`config.mk`:
```
export PLATFORM = sky130hd
export DESIGN_NAME = lcc_top
export DESIGN_NICKNAME = d
export VERILOG_FILES = /design/src/verilog/lcc_pkg.sv /design/src/verilog/lcc_top.sv /design/src/verilog/lcc_cell.sv /design/src/verilog/lcc_axil.sv
export VERILOG_INCLUDE_DIRS = /design/src /design/src/verilog
export SDC_FILE = /design/constraint.sdc
export NUM_CORES = 1
export LEC_CHECK = 0
export ABC_AREA = 1
export BUFFER_PORTS_ARGS = -buffer_cell sky130_fd_sc_hd__buf_2
export CAP_MARGIN = 20
export CORE_MARGIN = 2
export CORE_UTILIZATION = 50
export DETAILED_ROUTE_END_ITERATION = 8
export PLACE_DENSITY_LB_ADDON = 0.25
export RECOVER_POWER = 25
export SYNTH_ARGS = -nofsm -noshare
export SYNTH_HDL_FRONTEND = slang
export SYNTH_HIERARCHICAL = 1
export SYNTH_SLANG_ARGS = --single-unit
```
`constraint.sdc`:
```
create_clock -name aclk -period 1.6 [get_ports aclk]
set_input_delay 0.16 -clock aclk [delete_from_list [all_inputs] [get_ports aclk]]
set_output_delay 0.16 -clock aclk [all_outputs]
set_load 0.02 [all_outputs]
```
`src/verilog/lcc_consts.svh`:
```
// Register offsets, field positions, reset values and bus codes of the logic cell block
`ifndef LCC_CONSTS_SVH
`define LCC_CONSTS_SVH
`define LCC_ADDR_W     8
`define LCC_CTRL_BASE  8'h00
`define LCC_POL_ADDR   8'h10
`define LCC_MIRR_ADDR  8'h14
`define LCC_STAT_ADDR  8'h18
`define LCC_MASK_ADDR  8'h1c
`define LCC_MAX_CELLS  4
`define LCC_EN_BIT     7
`define LCC_OE_BIT     6
`define LCC_OUT_BIT    5
`define LCC_RISE_BIT   4
`define LCC_FALL_BIT   3
`define LCC_FUNC_MSB   2
`define LCC_FUNC_LSB   0
`define LCC_CTRL_WMASK 8'hdf
`define LCC_CTRL_RST   8'h00
`define LCC_POL_RST    8'h00
`define LCC_MASK_RST   8'h00
`define LCC_STAT_RST   8'h00
`define LCC_RESP_OKAY  2'h0
`define LCC_RESP_SLV   2'h2
`endif

```
`src/verilog/lcc_pkg.sv`:
```
// Types shared by the logic cell block
package lcc_pkg;
	typedef enum logic [2:0] {
		LCC_AND_OR  = 3'h0,
		LCC_OR_XOR  = 3'h1,
		LCC_AND4    = 3'h2,
		LCC_SR_LAT  = 3'h3,
		LCC_DFF_SR  = 3'h4,
		LCC_DFF_R   = 3'h5,
		LCC_JK_R    = 3'h6,
		LCC_TLAT_SR = 3'h7
	} lcc_func_t;
endpackage : lcc_pkg

```
`src/verilog/lcc_top.sv`:
```
// Logic cell control, status, output mirror and interrupt block
//
// Register access over AXI4-Lite and the register offsets are this design's own decisions.
`timescale 1ns/1ps
`include "lcc_consts.svh"
module lcc_top #(
	parameter int N_CELLS = 2
) (
	// Clock and reset
	input  wire logic                  aclk,
	input  wire logic                  aresetn,
	// AXI4-Lite write address and data
	input  wire logic [`LCC_ADDR_W-1:0] s_axil_awaddr,
	input  wire logic                  s_axil_awvalid,
	output logic                       s_axil_awready,
	input  wire logic [31:0]           s_axil_wdata,
	input  wire logic [3:0]            s_axil_wstrb,
	input  wire logic                  s_axil_wvalid,
	output logic                       s_axil_wready,
	// AXI4-Lite write response
	output logic [1:0]                 s_axil_bresp,
	output logic                       s_axil_bvalid,
	input  wire logic                  s_axil_bready,
	// AXI4-Lite read
	input  wire logic [`LCC_ADDR_W-1:0] s_axil_araddr,
	input  wire logic                  s_axil_arvalid,
	output logic                       s_axil_arready,
	output logic [31:0]                s_axil_rdata,
	output logic [1:0]                 s_axil_rresp,
	output logic                       s_axil_rvalid,
	input  wire logic                  s_axil_rready,
	// Gate outputs from the gating stage, four per cell
	input  wire logic [4*N_CELLS-1:0]  gate_in,
	// Sleep handling
	input  wire logic                  sleep_mode,
	input  wire logic [N_CELLS-1:0]    fast_osc_selected,
	output logic                       fast_internal_osc_keep,
	// Cell outputs and pins
	output logic [N_CELLS-1:0]         cell_out,
	output logic [N_CELLS-1:0]         pin_out,
	output logic [N_CELLS-1:0]         pin_oe,
	// Interrupt
	output logic                       irq
);
	// Register strobes from the bus front end
	logic                   wr_en;
	logic [`LCC_ADDR_W-1:0] wr_addr;
	logic [31:0]            wr_data;
	logic [3:0]             wr_strb;
	logic                   wr_ok;
	logic                   rd_en;
	logic [`LCC_ADDR_W-1:0] rd_addr;
	logic [31:0]            rd_data;
	logic                   rd_ok;

	// Register state
	logic [7:0]             ctrl_q [N_CELLS];
	logic [N_CELLS-1:0]     pol_q;
	logic [N_CELLS-1:0]     stat_q;
	logic [N_CELLS-1:0]     stat_d;
	logic [N_CELLS-1:0]     mask_q;

	// Per-cell wiring
	logic [N_CELLS-1:0]     en_vec;
	logic [N_CELLS-1:0]     oe_vec;
	logic [N_CELLS-1:0]     rise_ev;
	logic [N_CELLS-1:0]     fall_ev;
	logic [N_CELLS-1:0]     irq_set;
	logic [N_CELLS-1:0]     irq_clr;
	logic [7:0]             ctrl_rd [N_CELLS];

	// Decode wires
	logic                   wr_is_ctrl;
	logic                   wr_is_pol;
	logic                   wr_is_mask;
	logic                   rd_is_ctrl;
	logic                   rd_is_pol;
	logic                   rd_is_mirr;
	logic                   rd_is_stat;
	logic                   rd_is_mask;
	logic [1:0]             wr_idx;
	logic [1:0]             rd_idx;
	logic [7:0]             ctrl_sel;
	logic [31:0]            pad_cells;

	// Base as a named value, so its upper nibble can be selected
	localparam logic [`LCC_ADDR_W-1:0] ctrl_base = `LCC_CTRL_BASE;

	// Refuse cell counts the register map cannot hold
	if (N_CELLS < 1 || N_CELLS > `LCC_MAX_CELLS) begin : g_bad_cells
		$error("lcc_top: N_CELLS must be 1 to 4");
	end

	// Bus front end
	lcc_axil u_axil (
		.aclk    (aclk),
		.aresetn (aresetn),
		.awaddr  (s_axil_awaddr),
		.awvalid (s_axil_awvalid),
		.awready (s_axil_awready),
		.wdata   (s_axil_wdata),
		.wstrb   (s_axil_wstrb),
		.wvalid  (s_axil_wvalid),
		.wready  (s_axil_wready),
		.bresp   (s_axil_bresp),
		.bvalid  (s_axil_bvalid),
		.bready  (s_axil_bready),
		.araddr  (s_axil_araddr),
		.arvalid (s_axil_arvalid),
		.arready (s_axil_arready),
		.rdata   (s_axil_rdata),
		.rresp   (s_axil_rresp),
		.rvalid  (s_axil_rvalid),
		.rready  (s_axil_rready),
		.wr_en   (wr_en),
		.wr_addr (wr_addr),
		.wr_data (wr_data),
		.wr_strb (wr_strb),
		.wr_ok   (wr_ok),
		.rd_en   (rd_en),
		.rd_addr (rd_addr),
		.rd_data (rd_data),
		.rd_ok   (rd_ok)
	);

	// Write decode; control words sit one per cell from the base
	assign wr_idx     = wr_addr[3:2];
	assign wr_is_ctrl = (wr_addr[`LCC_ADDR_W-1:4] == ctrl_base[`LCC_ADDR_W-1:4])
		&& (wr_addr[1:0] == 2'h0) && (32'(wr_idx) < N_CELLS);
	assign wr_is_pol  = (wr_addr == `LCC_POL_ADDR);
	assign wr_is_mask = (wr_addr == `LCC_MASK_ADDR);
	// Mirror and status are read-only; writes to them are accepted and dropped
	assign wr_ok      = wr_is_ctrl | wr_is_pol | wr_is_mask
		| (wr_addr == `LCC_MIRR_ADDR) | (wr_addr == `LCC_STAT_ADDR);

	// Read decode
	assign rd_idx     = rd_addr[3:2];
	assign rd_is_ctrl = (rd_addr[`LCC_ADDR_W-1:4] == ctrl_base[`LCC_ADDR_W-1:4])
		&& (rd_addr[1:0] == 2'h0) && (32'(rd_idx) < N_CELLS);
	assign rd_is_pol  = (rd_addr == `LCC_POL_ADDR);
	assign rd_is_mirr = (rd_addr == `LCC_MIRR_ADDR);
	assign rd_is_stat = (rd_addr == `LCC_STAT_ADDR);
	assign rd_is_mask = (rd_addr == `LCC_MASK_ADDR);
	assign rd_ok      = rd_is_ctrl | rd_is_pol | rd_is_mirr | rd_is_stat | rd_is_mask;

	// Per-cell control register, function stage and pin drive
	for (genvar i = 0; i < N_CELLS; i++) begin : g_cell
		logic wr_hit;
		assign wr_hit = wr_en & wr_is_ctrl & wr_strb[0] & (32'(wr_idx) == i);

		// Cleared on every reset; output value bit is never stored
		always_ff @(posedge aclk) begin
			if (!aresetn) begin
				ctrl_q[i] <= `LCC_CTRL_RST;
			end else if (wr_hit) begin
				ctrl_q[i] <= wr_data[7:0] & `LCC_CTRL_WMASK;
			end
		end

		assign en_vec[i] = ctrl_q[i][`LCC_EN_BIT];
		assign oe_vec[i] = ctrl_q[i][`LCC_OE_BIT];

		// Runs on aclk, which stays live in sleep; no sleep gating here
		lcc_cell u_cell (
			.aclk            (aclk),
			.aresetn         (aresetn),
			.cell_enable     (en_vec[i]),
			.output_invert   (pol_q[i]),
			.function_select (ctrl_q[i][`LCC_FUNC_MSB:`LCC_FUNC_LSB]),
			.gate            (gate_in[4*i +: 4]),
			.cell_out        (cell_out[i]),
			.rise_pulse      (rise_ev[i]),
			.fall_pulse      (fall_ev[i])
		);

		// Read view puts the live output into its read-only slot
		always_comb begin
			ctrl_rd[i]               = ctrl_q[i];
			ctrl_rd[i][`LCC_OUT_BIT] = cell_out[i];
		end

		// Edge qualified by its own enable sets the flag
		assign irq_set[i] = (rise_ev[i] & ctrl_q[i][`LCC_RISE_BIT])
			| (fall_ev[i] & ctrl_q[i][`LCC_FALL_BIT]);

		// Pin follows the cell only while its output enable is set
		assign pin_out[i] = oe_vec[i] & cell_out[i];
		assign pin_oe[i]  = oe_vec[i];
	end

	// Polarity register; not part of the control word, but cleared on reset too
	always_ff @(posedge aclk) begin
		if (!aresetn) begin
			pol_q <= N_CELLS'(`LCC_POL_RST);
		end else if (wr_en && wr_is_pol && wr_strb[0]) begin
			pol_q <= wr_data[N_CELLS-1:0];
		end
	end

	// Mask register
	always_ff @(posedge aclk) begin
		if (!aresetn) begin
			mask_q <= N_CELLS'(`LCC_MASK_RST);
		end else if (wr_en && wr_is_mask && wr_strb[0]) begin
			mask_q <= wr_data[N_CELLS-1:0];
		end
	end

	// Sticky flags; a read clears them, but a same-cycle edge wins
	assign irq_clr = (rd_en && rd_is_stat) ? stat_q : '0;
	assign stat_d  = (stat_q & ~irq_clr) | irq_set;

	always_ff @(posedge aclk) begin
		if (!aresetn) begin
			stat_q <= N_CELLS'(`LCC_STAT_RST);
		end else begin
			stat_q <= stat_d;
		end
	end

	assign irq = |(stat_q & mask_q);

	// Read mux; the front end latches it, so the mirror is one snapshot
	// Index folded into range; an unmapped slot is masked by the decode anyway
	assign ctrl_sel  = ctrl_rd[32'(rd_idx) % N_CELLS];
	assign pad_cells = 32'(cell_out);
	assign rd_data   = rd_is_ctrl ? {24'h00_0000, ctrl_sel}
		: rd_is_mirr ? pad_cells
		: rd_is_pol  ? 32'(pol_q)
		: rd_is_stat ? 32'(stat_q)
		: rd_is_mask ? 32'(mask_q)
		: 32'h0000_0000;

	// Keep fast oscillator alive in sleep while an enabled cell uses it
	assign fast_internal_osc_keep = sleep_mode
		& |(en_vec & fast_osc_selected);
endmodule : lcc_top

```
`src/verilog/lcc_cell.sv`:
```
// One logic cell: function stage, output inversion, enable and edge detection
`timescale 1ns/1ps
module lcc_cell (
	// Clock and reset
	input  wire logic       aclk,
	input  wire logic       aresetn,
	// Configuration
	input  wire logic       cell_enable,
	input  wire logic       output_invert,
	input  wire logic [2:0] function_select,
	// Gate outputs from the gating stage
	input  wire logic [3:0] gate,
	// Cell output and edge pulses
	output logic            cell_out,
	output logic            rise_pulse,
	output logic            fall_pulse
);
	logic  q_q;
	logic  q_d;
	logic  clk_prev_q;
	logic  out_q;
	logic  out_d;
	logic  comb_val;
	logic  lf_val;
	logic  tick;
	wire   g1 = gate[0];
	wire   g2 = gate[1];
	wire   g3 = gate[2];
	wire   g4 = gate[3];
	lcc_pkg::lcc_func_t fsel;

	// Gate 1 acts as the storage clock; its rise is found against aclk
	assign fsel = lcc_pkg::lcc_func_t'(function_select);
	assign tick = g1 & ~clk_prev_q;

	// Eight logic functions; storage ones hold their bit in q_q
	always_comb begin
		q_d      = q_q;
		comb_val = 1'b0;
		unique case (fsel)
			lcc_pkg::LCC_AND_OR:  comb_val = (g1 & g2) | (g3 & g4);
			lcc_pkg::LCC_OR_XOR:  comb_val = (g1 | g2) ^ (g3 | g4);
			lcc_pkg::LCC_AND4:    comb_val = g1 & g2 & g3 & g4;
			lcc_pkg::LCC_SR_LAT:  q_d = (g1 | g2) ? 1'b1 : ((g3 | g4) ? 1'b0 : q_q);
			lcc_pkg::LCC_DFF_SR:  q_d = g4 ? 1'b1 : (g3 ? 1'b0 : (tick ? g2 : q_q));
			lcc_pkg::LCC_DFF_R:   q_d = g3 ? 1'b0 : (tick ? (g2 | g4) : q_q);
			lcc_pkg::LCC_JK_R:    q_d = g3 ? 1'b0 : (tick ? ((g2 & ~q_q) | (~g4 & q_q)) : q_q);
			lcc_pkg::LCC_TLAT_SR: q_d = g4 ? 1'b1 : (g3 ? 1'b0 : (g1 ? g2 : q_q));
		endcase
	end

	// Combinational functions pass straight, storage functions show the next stored bit q_d
	assign lf_val = fsel inside {lcc_pkg::LCC_AND_OR, lcc_pkg::LCC_OR_XOR,
		lcc_pkg::LCC_AND4} ? comb_val : q_d;
	// Disabled cell drives zero; inversion applied after logic stage
	assign out_d = cell_enable ? (lf_val ^ output_invert) : 1'b0;

	// Storage and output flops; a disabled cell also drops its stored bit
	always_ff @(posedge aclk) begin
		if (!aresetn || !cell_enable) begin
			q_q        <= 1'b0;
			clk_prev_q <= 1'b0;
		end else begin
			q_q        <= q_d;
			clk_prev_q <= g1;
		end
	end

	always_ff @(posedge aclk) begin
		if (!aresetn) begin
			out_q <= 1'b0;
		end else begin
			out_q <= out_d;
		end
	end

	// Edge detectors on the final output, so polarity flips count too
	assign cell_out   = out_q;
	assign rise_pulse = out_d & ~out_q;
	assign fall_pulse = ~out_d & out_q;
endmodule : lcc_cell

```
`src/verilog/lcc_axil.sv`:
```
// AXI4-Lite slave front end that turns bus traffic into register strobes
`timescale 1ns/1ps
`include "lcc_consts.svh"
module lcc_axil (
	// Clock and reset
	input  wire logic                  aclk,
	input  wire logic                  aresetn,
	// Write address and data
	input  wire logic [`LCC_ADDR_W-1:0] awaddr,
	input  wire logic                  awvalid,
	output logic                       awready,
	input  wire logic [31:0]           wdata,
	input  wire logic [3:0]            wstrb,
	input  wire logic                  wvalid,
	output logic                       wready,
	// Write response
	output logic [1:0]                 bresp,
	output logic                       bvalid,
	input  wire logic                  bready,
	// Read address and data
	input  wire logic [`LCC_ADDR_W-1:0] araddr,
	input  wire logic                  arvalid,
	output logic                       arready,
	output logic [31:0]                rdata,
	output logic [1:0]                 rresp,
	output logic                       rvalid,
	input  wire logic                  rready,
	// Register side
	output logic                       wr_en,
	output logic [`LCC_ADDR_W-1:0]     wr_addr,
	output logic [31:0]                wr_data,
	output logic [3:0]                 wr_strb,
	input  wire logic                  wr_ok,
	output logic                       rd_en,
	output logic [`LCC_ADDR_W-1:0]     rd_addr,
	input  wire logic [31:0]           rd_data,
	input  wire logic                  rd_ok
);
	logic aw_have_q;
	logic w_have_q;
	logic aw_take;
	logic w_take;

	// Address and data may arrive in either order; each is held once taken
	assign awready = ~aw_have_q & ~bvalid;
	assign wready  = ~w_have_q & ~bvalid;
	assign aw_take = awvalid & awready;
	assign w_take  = wvalid & wready;
	assign wr_en   = aw_have_q & w_have_q & ~bvalid;
	assign arready = ~rvalid;
	assign rd_en   = arvalid & arready;
	assign rd_addr = araddr;

	always_ff @(posedge aclk) begin
		if (!aresetn) begin
			aw_have_q <= 1'b0;
			w_have_q  <= 1'b0;
			wr_addr   <= '0;
			wr_data   <= 32'h0000_0000;
			wr_strb   <= 4'h0;
		end else begin
			if (aw_take) begin
				aw_have_q <= 1'b1;
				wr_addr   <= awaddr;
			end else if (wr_en) begin
				aw_have_q <= 1'b0;
			end
			if (w_take) begin
				w_have_q <= 1'b1;
				wr_data  <= wdata;
				wr_strb  <= wstrb;
			end else if (wr_en) begin
				w_have_q <= 1'b0;
			end
		end
	end

	// Response flops; read data caught at the address edge
	always_ff @(posedge aclk) begin
		if (!aresetn) begin
			bvalid <= 1'b0;
			bresp  <= `LCC_RESP_OKAY;
			rvalid <= 1'b0;
			rresp  <= `LCC_RESP_OKAY;
			rdata  <= 32'h0000_0000;
		end else begin
			if (wr_en) begin
				bvalid <= 1'b1;
				bresp  <= wr_ok ? `LCC_RESP_OKAY : `LCC_RESP_SLV;
			end else if (bready) begin
				bvalid <= 1'b0;
			end
			if (rd_en) begin
				rvalid <= 1'b1;
				rdata  <= rd_data;
				rresp  <= rd_ok ? `LCC_RESP_OKAY : `LCC_RESP_SLV;
			end else if (rready) begin
				rvalid <= 1'b0;
			end
		end
	end
endmodule : lcc_axil

```
Word-level counts from Yosys, hierarchy flattened
Memories as Yosys holds them, arrays and structs flattened.
Cells that the tools add are included.
Widths: inputs -> output; s select.
{ "totals": {"mem_count": 1, "inputBits": 70, "latch_bits": 0, "ram_bits": 14, "output_inout_bits": 49, "word_cells": 216, "mem_bits_ro": 0, "register_bits": 69} }
{ "classes": {"n_shift": 0, "n_addsub": 0, "magnitude_cmp": 3, "bitwise": 82, "reduce_logical": 29, "div_mod_pow": 0, "n_eq_ne": 23, "n_mux": 59, "mul": 0} }
{ "mem_list": {"columns": ["memory", "depth", "word_bits", "rd", "rd_ports_with_merged_regs", "write_ports", "line_no", "source"], "rows": [
  ["ctrl_q", 2, 7, 2, 0, 2, "lcc_top.sv:57", "logic [7:0] ctrl_q [N_CELLS];"]
]} }
{ "ops": {"columns": ["op", "n"], "rows": [
  ["$eq 8x5->1 const B", 8],
  ["$mux 1", 42],
  ["$and 1x1->1", 36],
  ["$ge 33x2->1 const B", 1],
  ["$not 1->33", 1],
  ["$mux 8", 4],
  ["$eq 3x3->1 const B", 8],
  ["$or 1x1->1", 22],
  ["$mux 2", 7],
  ["$mux 7", 2],
  ["$not 1->1", 14],
  ["$eq 3x2->1 const B", 4],
  ["$pmux 1 s5", 2],
  ["$logic_and 1x1->1", 9],
  ["$logic_not 4->1", 2],
  ["$reduce_bool 2->1", 4],
  ["$and 2x2->2", 3],
  ["$eq 3x1->1 const B", 2],
  ["$logic_not 2->1", 3],
  ["$logic_not 3->1", 2],
  ["$pmux 1 s3", 2],
  ["$reduce_bool 3->1", 2],
  ["$lt 2x2->1 const B", 2],
  ["$reduce_or 2->1", 2],
  ["other kinds (6)", 12]
]} }

Logic depth before layout (Yosys ltp)
Gate-level depths: netlist (run 1).
{ "depth": {"depth_word": 14, "depth_mapped": 14, "ltp_nobuf": 14} }

Hierarchy
Netlist (run 1), hierarchy kept.
{ "modules_own_cells": {"columns": ["mod", "cells_each", "instances", "seq_area_each_um2", "area_each_um2"], "rows": [
  ["lcc_axil", 474, 1, 1641.6, 3390.8],
  ["lcc_top", 171, 1, 540.5, 1246.2],
  ["lcc_cell", 69, 2, 60.1, 361.6]
]} }

Worst setup path after synthesis (run 1)
Ideal clock, no wire load.
{ "synth_path": {"path_kind": "reg2reg", "startpoint": "memory ctrl_q[1][1] (netlist bit)", "endpoint": "register stat_q[1]", "setup_ps": 114, "path_buffers": 0, "arrival_time_ps": 1471, "setup_slack_ps": 15, "t_required_ps": 1486, "synth_period_minus_slack_ps": 1585, "path_stages_with_launch": 15, "path_cell_list": "edfxtp_1 -> inv_1 -> nand2_1 -> nor2_1 -> nand2_1 -> nand2_1 -> a21oi_2 -> nand3_1 -> nand2_1 -> nand3_2 -> nand2_1 -> inv_1 -> a22o_1 -> a21oi_1 -> nor2_1"} }
{ "synth_lines": {"columns": ["element", "line_no", "source"], "rows": [
  ["from (decl)", "lcc_top.sv:57", null],
  ["to (signal assigned)", "lcc_top.sv:215", "stat_q <= N_CELLS'(`LCC_STAT_RST);"],
  ["to (signal assigned)", "lcc_top.sv:217", "stat_q <= stat_d;"],
  ["to (decl)", "lcc_top.sv:59", "logic [N_CELLS-1:0] stat_q;"]
]} }

==> results of run 1 <==
per-stage QoR:
| stage | hold WS, ns | area, um^2 | power [mW] | std cells | util |
|---|---|---|---|---|---|
| floorplan | 0.2722 | 4269 | 2.898 | 635 | - |
| global placement | 0.4569 | 4721 | 3.069 | 804 | 0.5774 |
| detailed placement | 0.4499 | 4721 | 3.092 | 804 | 0.5774 |
| CTS | 0.06559 | 4980 | 4.717 | 824 | 0.6091 |
| global route | 0.08817 | 5009 | 4.955 | 832 | 0.6126 |
| finish | 0.08433 | 5009 | 4.688 | 832 | 0.6126 |
worst reg2reg max path, delay by kind of cell (launching register included):
family	cells	cell delay (ns)
AND/OR/NAND/NOR	9	0.89
AO/OA/AOI/OAI	2	0.28
flip-flops	1	0.49
buffers and inverters	1	0.04
area by class of cell:
cell class / count / area share
Tap cell: 105 / 0.02623
Sequential cell: 80 / 0.3480
Timing Repair Buffer: 121 / 0.1322
Multi-Input combinational cell: 436 / 0.3935
Clock buffer: 10 / 0.02973
Clock inverter: 6 / 0.01449
Inverter: 74 / 0.05596
timing repair:
item,in CTS,in global routing
buffers inserted,4,8
pin swaps,8,3
endpoints found under the setup margin,2,17
gates resized for setup,5,9
gates cloned,0,0
per-layer routing:
| metal | global-route usage | vias to the layer above | routed length [um] |
|---|---|---|---|
| li1 | - | 2089 | - |
| met1 | 0.2616 | 1749 | 4111 |
| met2 | 0.3574 | 91 | 4456 |
| met3 | 0.04427 | 10 | 438 |
| met4 | 0.06429 | 0 | 118 |
| met5 | 0 | - | 0 |
path summary, 6_finish.rpt:
check                                     start                             to  slack, ns  cells after the start
setup / recovery     ctrl_q[0][1]$_SDFFCE_PN0P_           stat_q[0]$_SDFF_PN0_      -0.19                     12
hold / removal                    s_axil_bready     u_axil/bvalid$_SDFFE_PN0P_       0.08                      4
setup reg to reg     ctrl_q[0][1]$_SDFFCE_PN0P_           stat_q[0]$_SDFF_PN0_      -0.19                     12
hold reg to reg   u_axil/rdata[31]$_SDFFE_PN0P_  u_axil/rdata[31]$_SDFFE_PN0P_       0.48                      2
placed cells by master, fill, tap and decap left out, drive strengths merged:
cell / instances
nor2: 150
conb: 26
a31o: 2
nand2: 122
a22o: 3
bufinv: 1
a21boi: 1
nor3: 2
xnor2: 2
clkbuf: 39
nand4: 7
buf: 92
nor3b: 1
nand3b: 2
dfxtp: 66
nand3: 41
clkinv: 3
a21oi: 31
o21ai: 45
inv: 76
o21a: 1
edfxtp: 14
flip-flops by register name, summed over array words and instances, names as in the netlist:
| register | count |
|---|---|
| u_axil/rresp | 1 |
| ctrl_q | 14 |
| g_cell.u_cell/cell_out | 2 |
| stat_q | 2 |
| u_axil/rvalid | 1 |
| u_axil/aw_have_q | 1 |
| u_axil/rdata | 32 |
| u_axil/bvalid | 1 |
| u_axil/wr_addr | 8 |
| pol_q | 2 |
| u_axil/wr_strb | 1 |
| u_axil/wr_data | 7 |
| u_axil/w_have_q | 1 |
| g_cell.u_cell/q_q | 2 |
| u_axil/bresp | 1 |
| mask_q | 2 |
| g_cell.u_cell/clk_prev_q | 2 |
where the power goes:
group          leakage (nW)  internal (mW)  total [mW]  switching [mW]
Clock                 0.114          0.835        1.63           0.790
Sequential            0.690           2.18        2.26          0.0852
Combinational          1.65          0.291       0.802           0.511
==> out/summary.txt, run 1 <==
Worst vdd rail ir drop - 0.0006194 V
Starting Density - 0.5112
Mapped Cells - 611
Vias in the first global route - 3486
Hold buffers post-CTS - 0
DRC - 0
Aggregate routed wire length - 9124 um
Fraction of layout cells with a size suffix above 1 - 0.1981
Worst hold path type - primary input to register
Peak Freq - 558.1 MHz
First-pass DRT Iterations - 4
Cell Area, Synth - 0.004179 mm^2
Total Nets Final - 792
Clock Path Buffers - 2
Buffers on Ports - 88
WP data arrival - 2.04 ns
Final Wtd Congestion - 0.8946
Die Area - 0.009105 mm^2
Outcome - finished, violations left
Syn-to-layout area delta - 19.85%
Die X - 95.42 um
Total inserted antenna cells - 0
Power Density - 935.9 mW/mm^2
Area occupied by multi-input gates - 0.001971 mm^2
First-pass GRT wire length - 15060 um
Clk pin slew, worst setup/hold paths - 0.09 ns
CTS tree - done
I/O pins - 119
CP Buf/Inv Count - 1
RSZ-0062 raised after global routing - yes
Max cap viols - 0
Grt ovf - 0
Final hold viol count - 0
Period utilization - 1.120
Tmin final - 1.792 ns
Setup Viol. Count Final - 3
Detailed Place HPWL - 6587 um
Die Ht - 95.42 um
# rows - 33
Crit path max-delay cell type - edfxtp_1
Slew Limit Fails - 0
CP top delay family - simple AND/OR/NAND/NOR gates
Fin Clk Skew - 0.009020 ns
CTS root buffer - clkbuf_8
Worst-margin pin slew - 0.5897 ns
Violated checks - setup timing
Final setup TNS - -0.4649 ns
Total Routing Usage GR - 0.2080
Fill cells - 767
CTS sink cnt - 80
Pin count of the biggest net entering global routing - 44
Via density per instance - 4.734
Antenna violations before repair - 0
Pre-CTS setup slack - -0.1426 ns
Worst Setup End Kind - register
Crit path max fanout - 6
Core ar. - 0.008175 mm^2
Sequential cell area - 0.001743 mm^2
Slew HR - 0.6054
Nature of the critical path startpoint - register
WS Path Type - register to register
Wire per inst - 10.97 um
# H-tree levels - 3
Avg Cell Area, Syn - 6.840 um^2
Worst-path cell chain - nand3_1 -> nand3b_1 -> nand3_1 -> nand2_1 -> nand3_1 -> nand2_1 -> nand3_2 -> nand2_1 -> inv_1 -> a22o_1 -> a21oi_1 -> nor2_1
Ys Warns - 6
Worst-Skew Late Latency - 0.35 ns
Number of DRC violations after detailed-routing iteration 0 - 209
Post-route setup slack - -0.1919 ns
Vias - 3939
Worst Path Required - 1.85 ns
TritonCTS Buffers - 9
P_leak - 2.457 nW
Slowest stage delay, CP - 0.49 ns
Remaining antenna violation count - 0
No activity file was read; power rests on OpenSTA's default activity.
==> run 2, diff against run 1 <==
--- a/config.mk
+++ b/config.mk
@@ -6,7 +6,6 @@
 export SDC_FILE = /design/constraint.sdc
 export NUM_CORES = 1
 export LEC_CHECK = 0
-export ABC_AREA = 1
 export BUFFER_PORTS_ARGS = -buffer_cell sky130_fd_sc_hd__buf_2
 export CAP_MARGIN = 20
 export CORE_MARGIN = 2
==> run 2 against run 1 <==
The flow still finishes with violations (setup timing). Sequential power down 2%. Power decreased by 5.0%. Utilization grew 4.0 points. Non-clock buffer count increased by 19. Critical endpoint unchanged. Largest cell class unchanged. Highest routed layer unchanged.
==> out/summary.txt, run 2 <==
Outcome - finished, violations left
Violated checks - setup timing
# H-tree levels - 3
Starting Density - 0.5191
Number of instances in the placed design - 675
CTS sink cnt - 80
Post-route insts no fill - 697
Setup Viol. Count Final - 30
Placed Area - 0.004823 mm^2
Via density per instance - 5.020
Hold buffers post-CTS - 0
Post-layout util - 0.6530
DRC - 0
Syn-to-layout area delta - 25.81%
Worst hold path type - primary input to register
Nature of the critical path startpoint - register
WP data arrival - 2.28 ns
Worst-Skew Late Latency - 0.34 ns
RSZ-0062 raised after global routing - yes
Comb power frac - 0.163
Pin count of the biggest net entering global routing - 34
Power Density - 873.8 mW/mm^2
Die X - 94.03 um
Worst-margin pin slew - 0.5324 ns
Largest regs - u_axil/rdata x32, ctrl_q x14, u_axil/wr_addr x8
Core ar. - 0.007807 mm^2
Clock power share - 0.341
CP Buf/Inv Count - 0
Total Power - 4.455 mW
Worst vdd rail ir drop - 0.0005421 V
Crit path max-delay cell type - edfxtp_1
Antenna violations before repair - 0
Grt ovf - 0
Total Nets Final - 660
Total Routing Usage GR - 0.2142
Final setup TNS - -5.962 ns
Largest Register - u_axil/rdata
Final Wtd Congestion - 0.8782
Post-route setup slack - -0.4492 ns
Commonest non-fill, non-tap cell in the layout - nand2_1
Die Ht - 94.03 um
Final hold viol count - 0
P_leak - 2.174 nW
TritonCTS Buffers - 9
Vias - 3499
Total inserted antenna cells - 0
CTS tree - done
Sw Share - 0.2761
Slowest stage delay, CP - 0.44 ns
CTS root buffer - clkbuf_8
Wire per inst - 13.03 um
Clock Path Buffers - 2
Fill cells - 687
Net Sw Power - 1.230 mW
First-pass DRT Iterations - 4
Pint - 3.225 mW
Remaining antenna violation count - 0
Number of DRC violations after detailed-routing iteration 0 - 158
I/O pins - 119
Detailed Place HPWL - 6634 um
Max reg flops - 32
CP top delay family - compound AO/OA/AOI/OAI gates
WS Path Type - register to register
Mapped Cells - 464
Ys Warns - 6
Flop pwr share - 0.496
Worst-path cell chain - or2_4 -> o311a_1 -> o211ai_2 -> xnor2_2 -> o21a_1 -> a221o_1 -> nand2_1 -> a31oi_1
Period utilization - 1.281
R2R Setup Slk - -0.45 ns
Worst Setup End Kind - register
Die Area - 0.008842 mm^2
Cell Area, Synth - 0.004053 mm^2
Aggregate routed wire length - 9079 um
Fin Clk Skew - 0.01173 ns
Worst Path Required - 1.83 ns
Vias in the first global route - 3363
Avg Cell Area, Syn - 8.734 um^2
Slew Limit Fails - 0
Crit path max fanout - 4
Buffers on Ports - 88
# rows - 32
Fraction of layout cells with a size suffix above 1 - 0.2756
Tmin final - 2.049 ns
Slew HR - 0.6447
Commonest cells after routing, fill and taps aside - nand2_1 (101), dfxtp_1 (66), buf_2 (66)
Max cap viols - 0
Clk pin slew, worst setup/hold paths - 0.08 ns
Fin area - 0.005099 mm^2
Peak Freq - 488.0 MHz
First-pass GRT wire length - 15150 um
-- run 2: per-stage QoR --
step	setup slack, ns	hold slack, ns
3_5_place_dp	-0.5392	0.3831
3_3_place_gp	-0.4014	0.3787
4_1_cts	-0.4705	0.02089
2_1_floorplan	-0.4946	0.2903
5_1_grt	-0.5786	0.04392
6_report	-0.4492	0.03071
-- run 2: area by class of cell --
| class | instances | area (um^2) | area share |
|---|---|---|---|
| clock inverters | 4 | 31.28 | 0.006135 |
| clock buffers | 12 | 177.7 | 0.03485 |
| multi-input cells | 352 | 2163 | 0.4243 |
| inverters | 7 | 26.28 | 0.005153 |
| repair buffers | 140 | 830.8 | 0.1629 |
| well taps | 102 | 127.6 | 0.02503 |
| flip-flops and latches | 80 | 1742 | 0.3416 |
-- run 2: path summary, 6_finish.rpt --
path	from	depth (start not counted)	to
max reg2reg	ctrl_q[0][1]$_SDFFCE_PN0P_	8	stat_q[0]$_SDFF_PN0_
min	s_axil_wdata[3]	3	u_axil/wr_data[3]$_SDFFE_PN0P_
max	ctrl_q[0][1]$_SDFFCE_PN0P_	8	stat_q[0]$_SDFF_PN0_
min reg2reg	u_axil/rdata[8]$_SDFFE_PN0P_	2	u_axil/rdata[8]$_SDFFE_PN0P_
-- run 2: power groups by stage --
| stage | registers (mW) | clock network (mW) | logic, mW |
|---|---|---|---|
| 2_1_floorplan | 2.30 | 0 | 0.424 |
| 5_1_grt | 2.23 | 1.63 | 0.802 |
| 3_5_place_dp | 2.26 | 0 | 0.702 |
| 4_1_cts | 2.21 | 1.54 | 0.726 |
| 3_3_place_gp | 2.25 | 0 | 0.690 |
| 6_report | 2.21 | 1.52 | 0.725 |
-- run 2: timing repair --
item                       in CTS  in global routing
setup endpoints to repair      31                 34
pin swaps                       9                  9
gates resized for setup         9                  5
setup buffers                   3                  3
-- run 2: worst register-to-register path: stages, from the launching register on --
cell and delay [ns]:
edfxtp_1 0.44, or2_4 0.28, o311a_1 0.31, o211ai_2 0.22
xnor2_2 0.10, o21a_1 0.20, a221o_1 0.29, nand2_1 0.07
a31oi_1 0.04
-- run 2: per-layer routing --
metal | vias up | wire [um] | track usage
met4 | 0 | 87 | 0.07246
met5 | - | 0 | 0
li1 | 1814 | - | -
met2 | 94 | 4278 | 0.3577
met1 | 1583 | 4186 | 0.2774
met3 | 8 | 527 | 0.04173
==> run 3, diff against run 2 <==
--- a/config.mk
+++ b/config.mk
@@ -8,11 +8,13 @@
 export LEC_CHECK = 0
 export BUFFER_PORTS_ARGS = -buffer_cell sky130_fd_sc_hd__buf_2
 export CAP_MARGIN = 20
+export CORE_ASPECT_RATIO = 0.7
 export CORE_MARGIN = 2
 export CORE_UTILIZATION = 50
 export DETAILED_ROUTE_END_ITERATION = 8
 export PLACE_DENSITY_LB_ADDON = 0.25
 export RECOVER_POWER = 25
+export SLEW_MARGIN = 20
 export SYNTH_ARGS = -nofsm -noshare
 export SYNTH_HDL_FRONTEND = slang
 export SYNTH_HIERARCHICAL = 1
==> run 3 against run 2 <==
The flow still finishes with violations (setup timing). First-iteration DRC count rose by 7.6%. Wire length grew 13%. Worst setup slack got worse by 0.084 ns. Worst hold slack improved by 0.013 ns. Largest cell class unchanged.
==> out/summary.txt, run 3 (same netlist as run 2, synthesis figures left out) <==
Outcome - finished, violations left
Violated checks - setup timing
Remaining antenna violation count - 0
TritonCTS Buffers - 9
R2R Setup Slk - -0.53 ns
Total inserted antenna cells - 0
Worst-margin pin slew - 0.8872 ns
First-pass GRT wire length - 16100 um
CTS tree - done
Pin count of the biggest net entering global routing - 25
Total Nets Final - 660
Worst-Skew Late Latency - 0.33 ns
Number of instances in the placed design - 676
Die Ht - 79.33 um
Slew HR - 0.4085
Fin Clk Skew - 0.007104 ns
Fraction of layout cells with a size suffix above 1 - 0.2912
Slew Limit Fails - 0
Max reg flops - 32
Final setup TNS - -5.661 ns
Max cap viols - 0
# rows - 27
Final hold slack - 0.04349 ns
Die Area - 0.008853 mm^2
Tmin final - 2.133 ns
Placed Area - 0.004825 mm^2
Antenna violations before repair - 0
Detailed Place HPWL - 7336 um
Syn-to-layout area delta - 29.21%
WS Path Type - register to register
# H-tree levels - 3
Commonest cells after routing, fill and taps aside - nand2_1 (101), buf_2 (65), dfxtp_1 (64)
Fill cells - 653
Starting Density - 0.5149
Largest Register - u_axil/rdata
Largest regs - u_axil/rdata x32, ctrl_q x14, u_axil/wr_addr x8
Post-route setup slack - -0.5329 ns
Clock Path Buffers - 2
Total Power - 4.998 mW
Total Routing Usage GR - 0.2262
Fin area - 0.005236 mm^2
Nature of the critical path startpoint - register
Power Density - 954.5 mW/mm^2
Pre-CTS setup slack - -0.4919 ns
Final hold viol count - 0
Number of DRC violations after detailed-routing iteration 0 - 170
Commonest non-fill, non-tap cell in the layout - nand2_1
Die X - 111.6 um
Peak Freq - 468.8 MHz
Clk pin slew, worst setup/hold paths - 0.06 ns
Aggregate routed wire length - 10230 um
Worst vdd rail ir drop - 0.0007290 V
Buffers on Ports - 88
Crit path max fanout - 5
Post-layout util - 0.6652
CTS root buffer - clkbuf_16
Core ar. - 0.007871 mm^2
P_leak - 2.225 nW
Worst Path Required - 1.81 ns
Vias - 3713
First-pass DRT Iterations - 5
Vias in the first global route - 3384
Worst hold path type - primary input to register
Setup Viol. Count Final - 32
Post-route insts no fill - 695
Via density per instance - 5.342
Period utilization - 1.333
Grt ovf - 0
RSZ-0062 raised after global routing - yes
DRC - 0
Hold buffers post-CTS - 0
Wire per inst - 14.72 um
CTS sink cnt - 80
Worst Setup End Kind - register
I/O pins - 119
Final Wtd Congestion - 0.9586
WP data arrival - 2.34 ns
## run 3: report_power, final
part	internal [mW]	leakage [nW]	switching, mW
sequential	2.14	0.685	0.0702
clock	1.24	0.150	0.798
combinational	0.320	1.39	0.430
## run 3: layout make-up
class	count	area, um^2	share of cell area
clock inverters	3	20.02	0.003823
clock buffers	12	279.0	0.05329
repair buffers	140	814.5	0.1556
multi-input cells	352	2226	0.4251
inverters	7	26.28	0.005018
well taps	101	126.4	0.02413
flip-flops and latches	80	1744	0.3331
## run 3: path summary, 6_finish.rpt
check / start / endpoint / depth (start not counted)
worst max register to register: ctrl_q[1][1]$_SDFFCE_PN0P_ / stat_q[1]$_SDFF_PN0_ / 9
worst min-delay path: s_axil_awaddr[5] / u_axil/wr_addr[5]$_SDFFE_PN0P_ / 3
worst min register to register: u_axil/rdata[14]$_SDFFE_PN0P_ / u_axil/rdata[14]$_SDFFE_PN0P_ / 2
worst max-delay path: ctrl_q[1][1]$_SDFFCE_PN0P_ / stat_q[1]$_SDFF_PN0_ / 9
## run 3: metal layers
metal	routed length, um	global-route usage
met1	4607	0.3028
met2	4720	0.3677
met3	728	0.05954
met4	175	0.05802
met5	0	0
## run 3: critical path, cell delays in order (launching register included)
cell and delay, ns:
edfxtp_1 0.45, nand2b_4 0.18, nor3_1 0.32, nor3_2 0.10, o211ai_2 0.24, xnor2_2 0.12, o21a_1 0.19, a221o_1 0.29
nand2_1 0.07, a31oi_1 0.04
## run 3: what timing repair did
item	in CTS	in global routing
setup endpoints to repair	31	34
buffers inserted	2	3
pin swaps	7	11
cloned	0	0
gates resized for setup	6	18
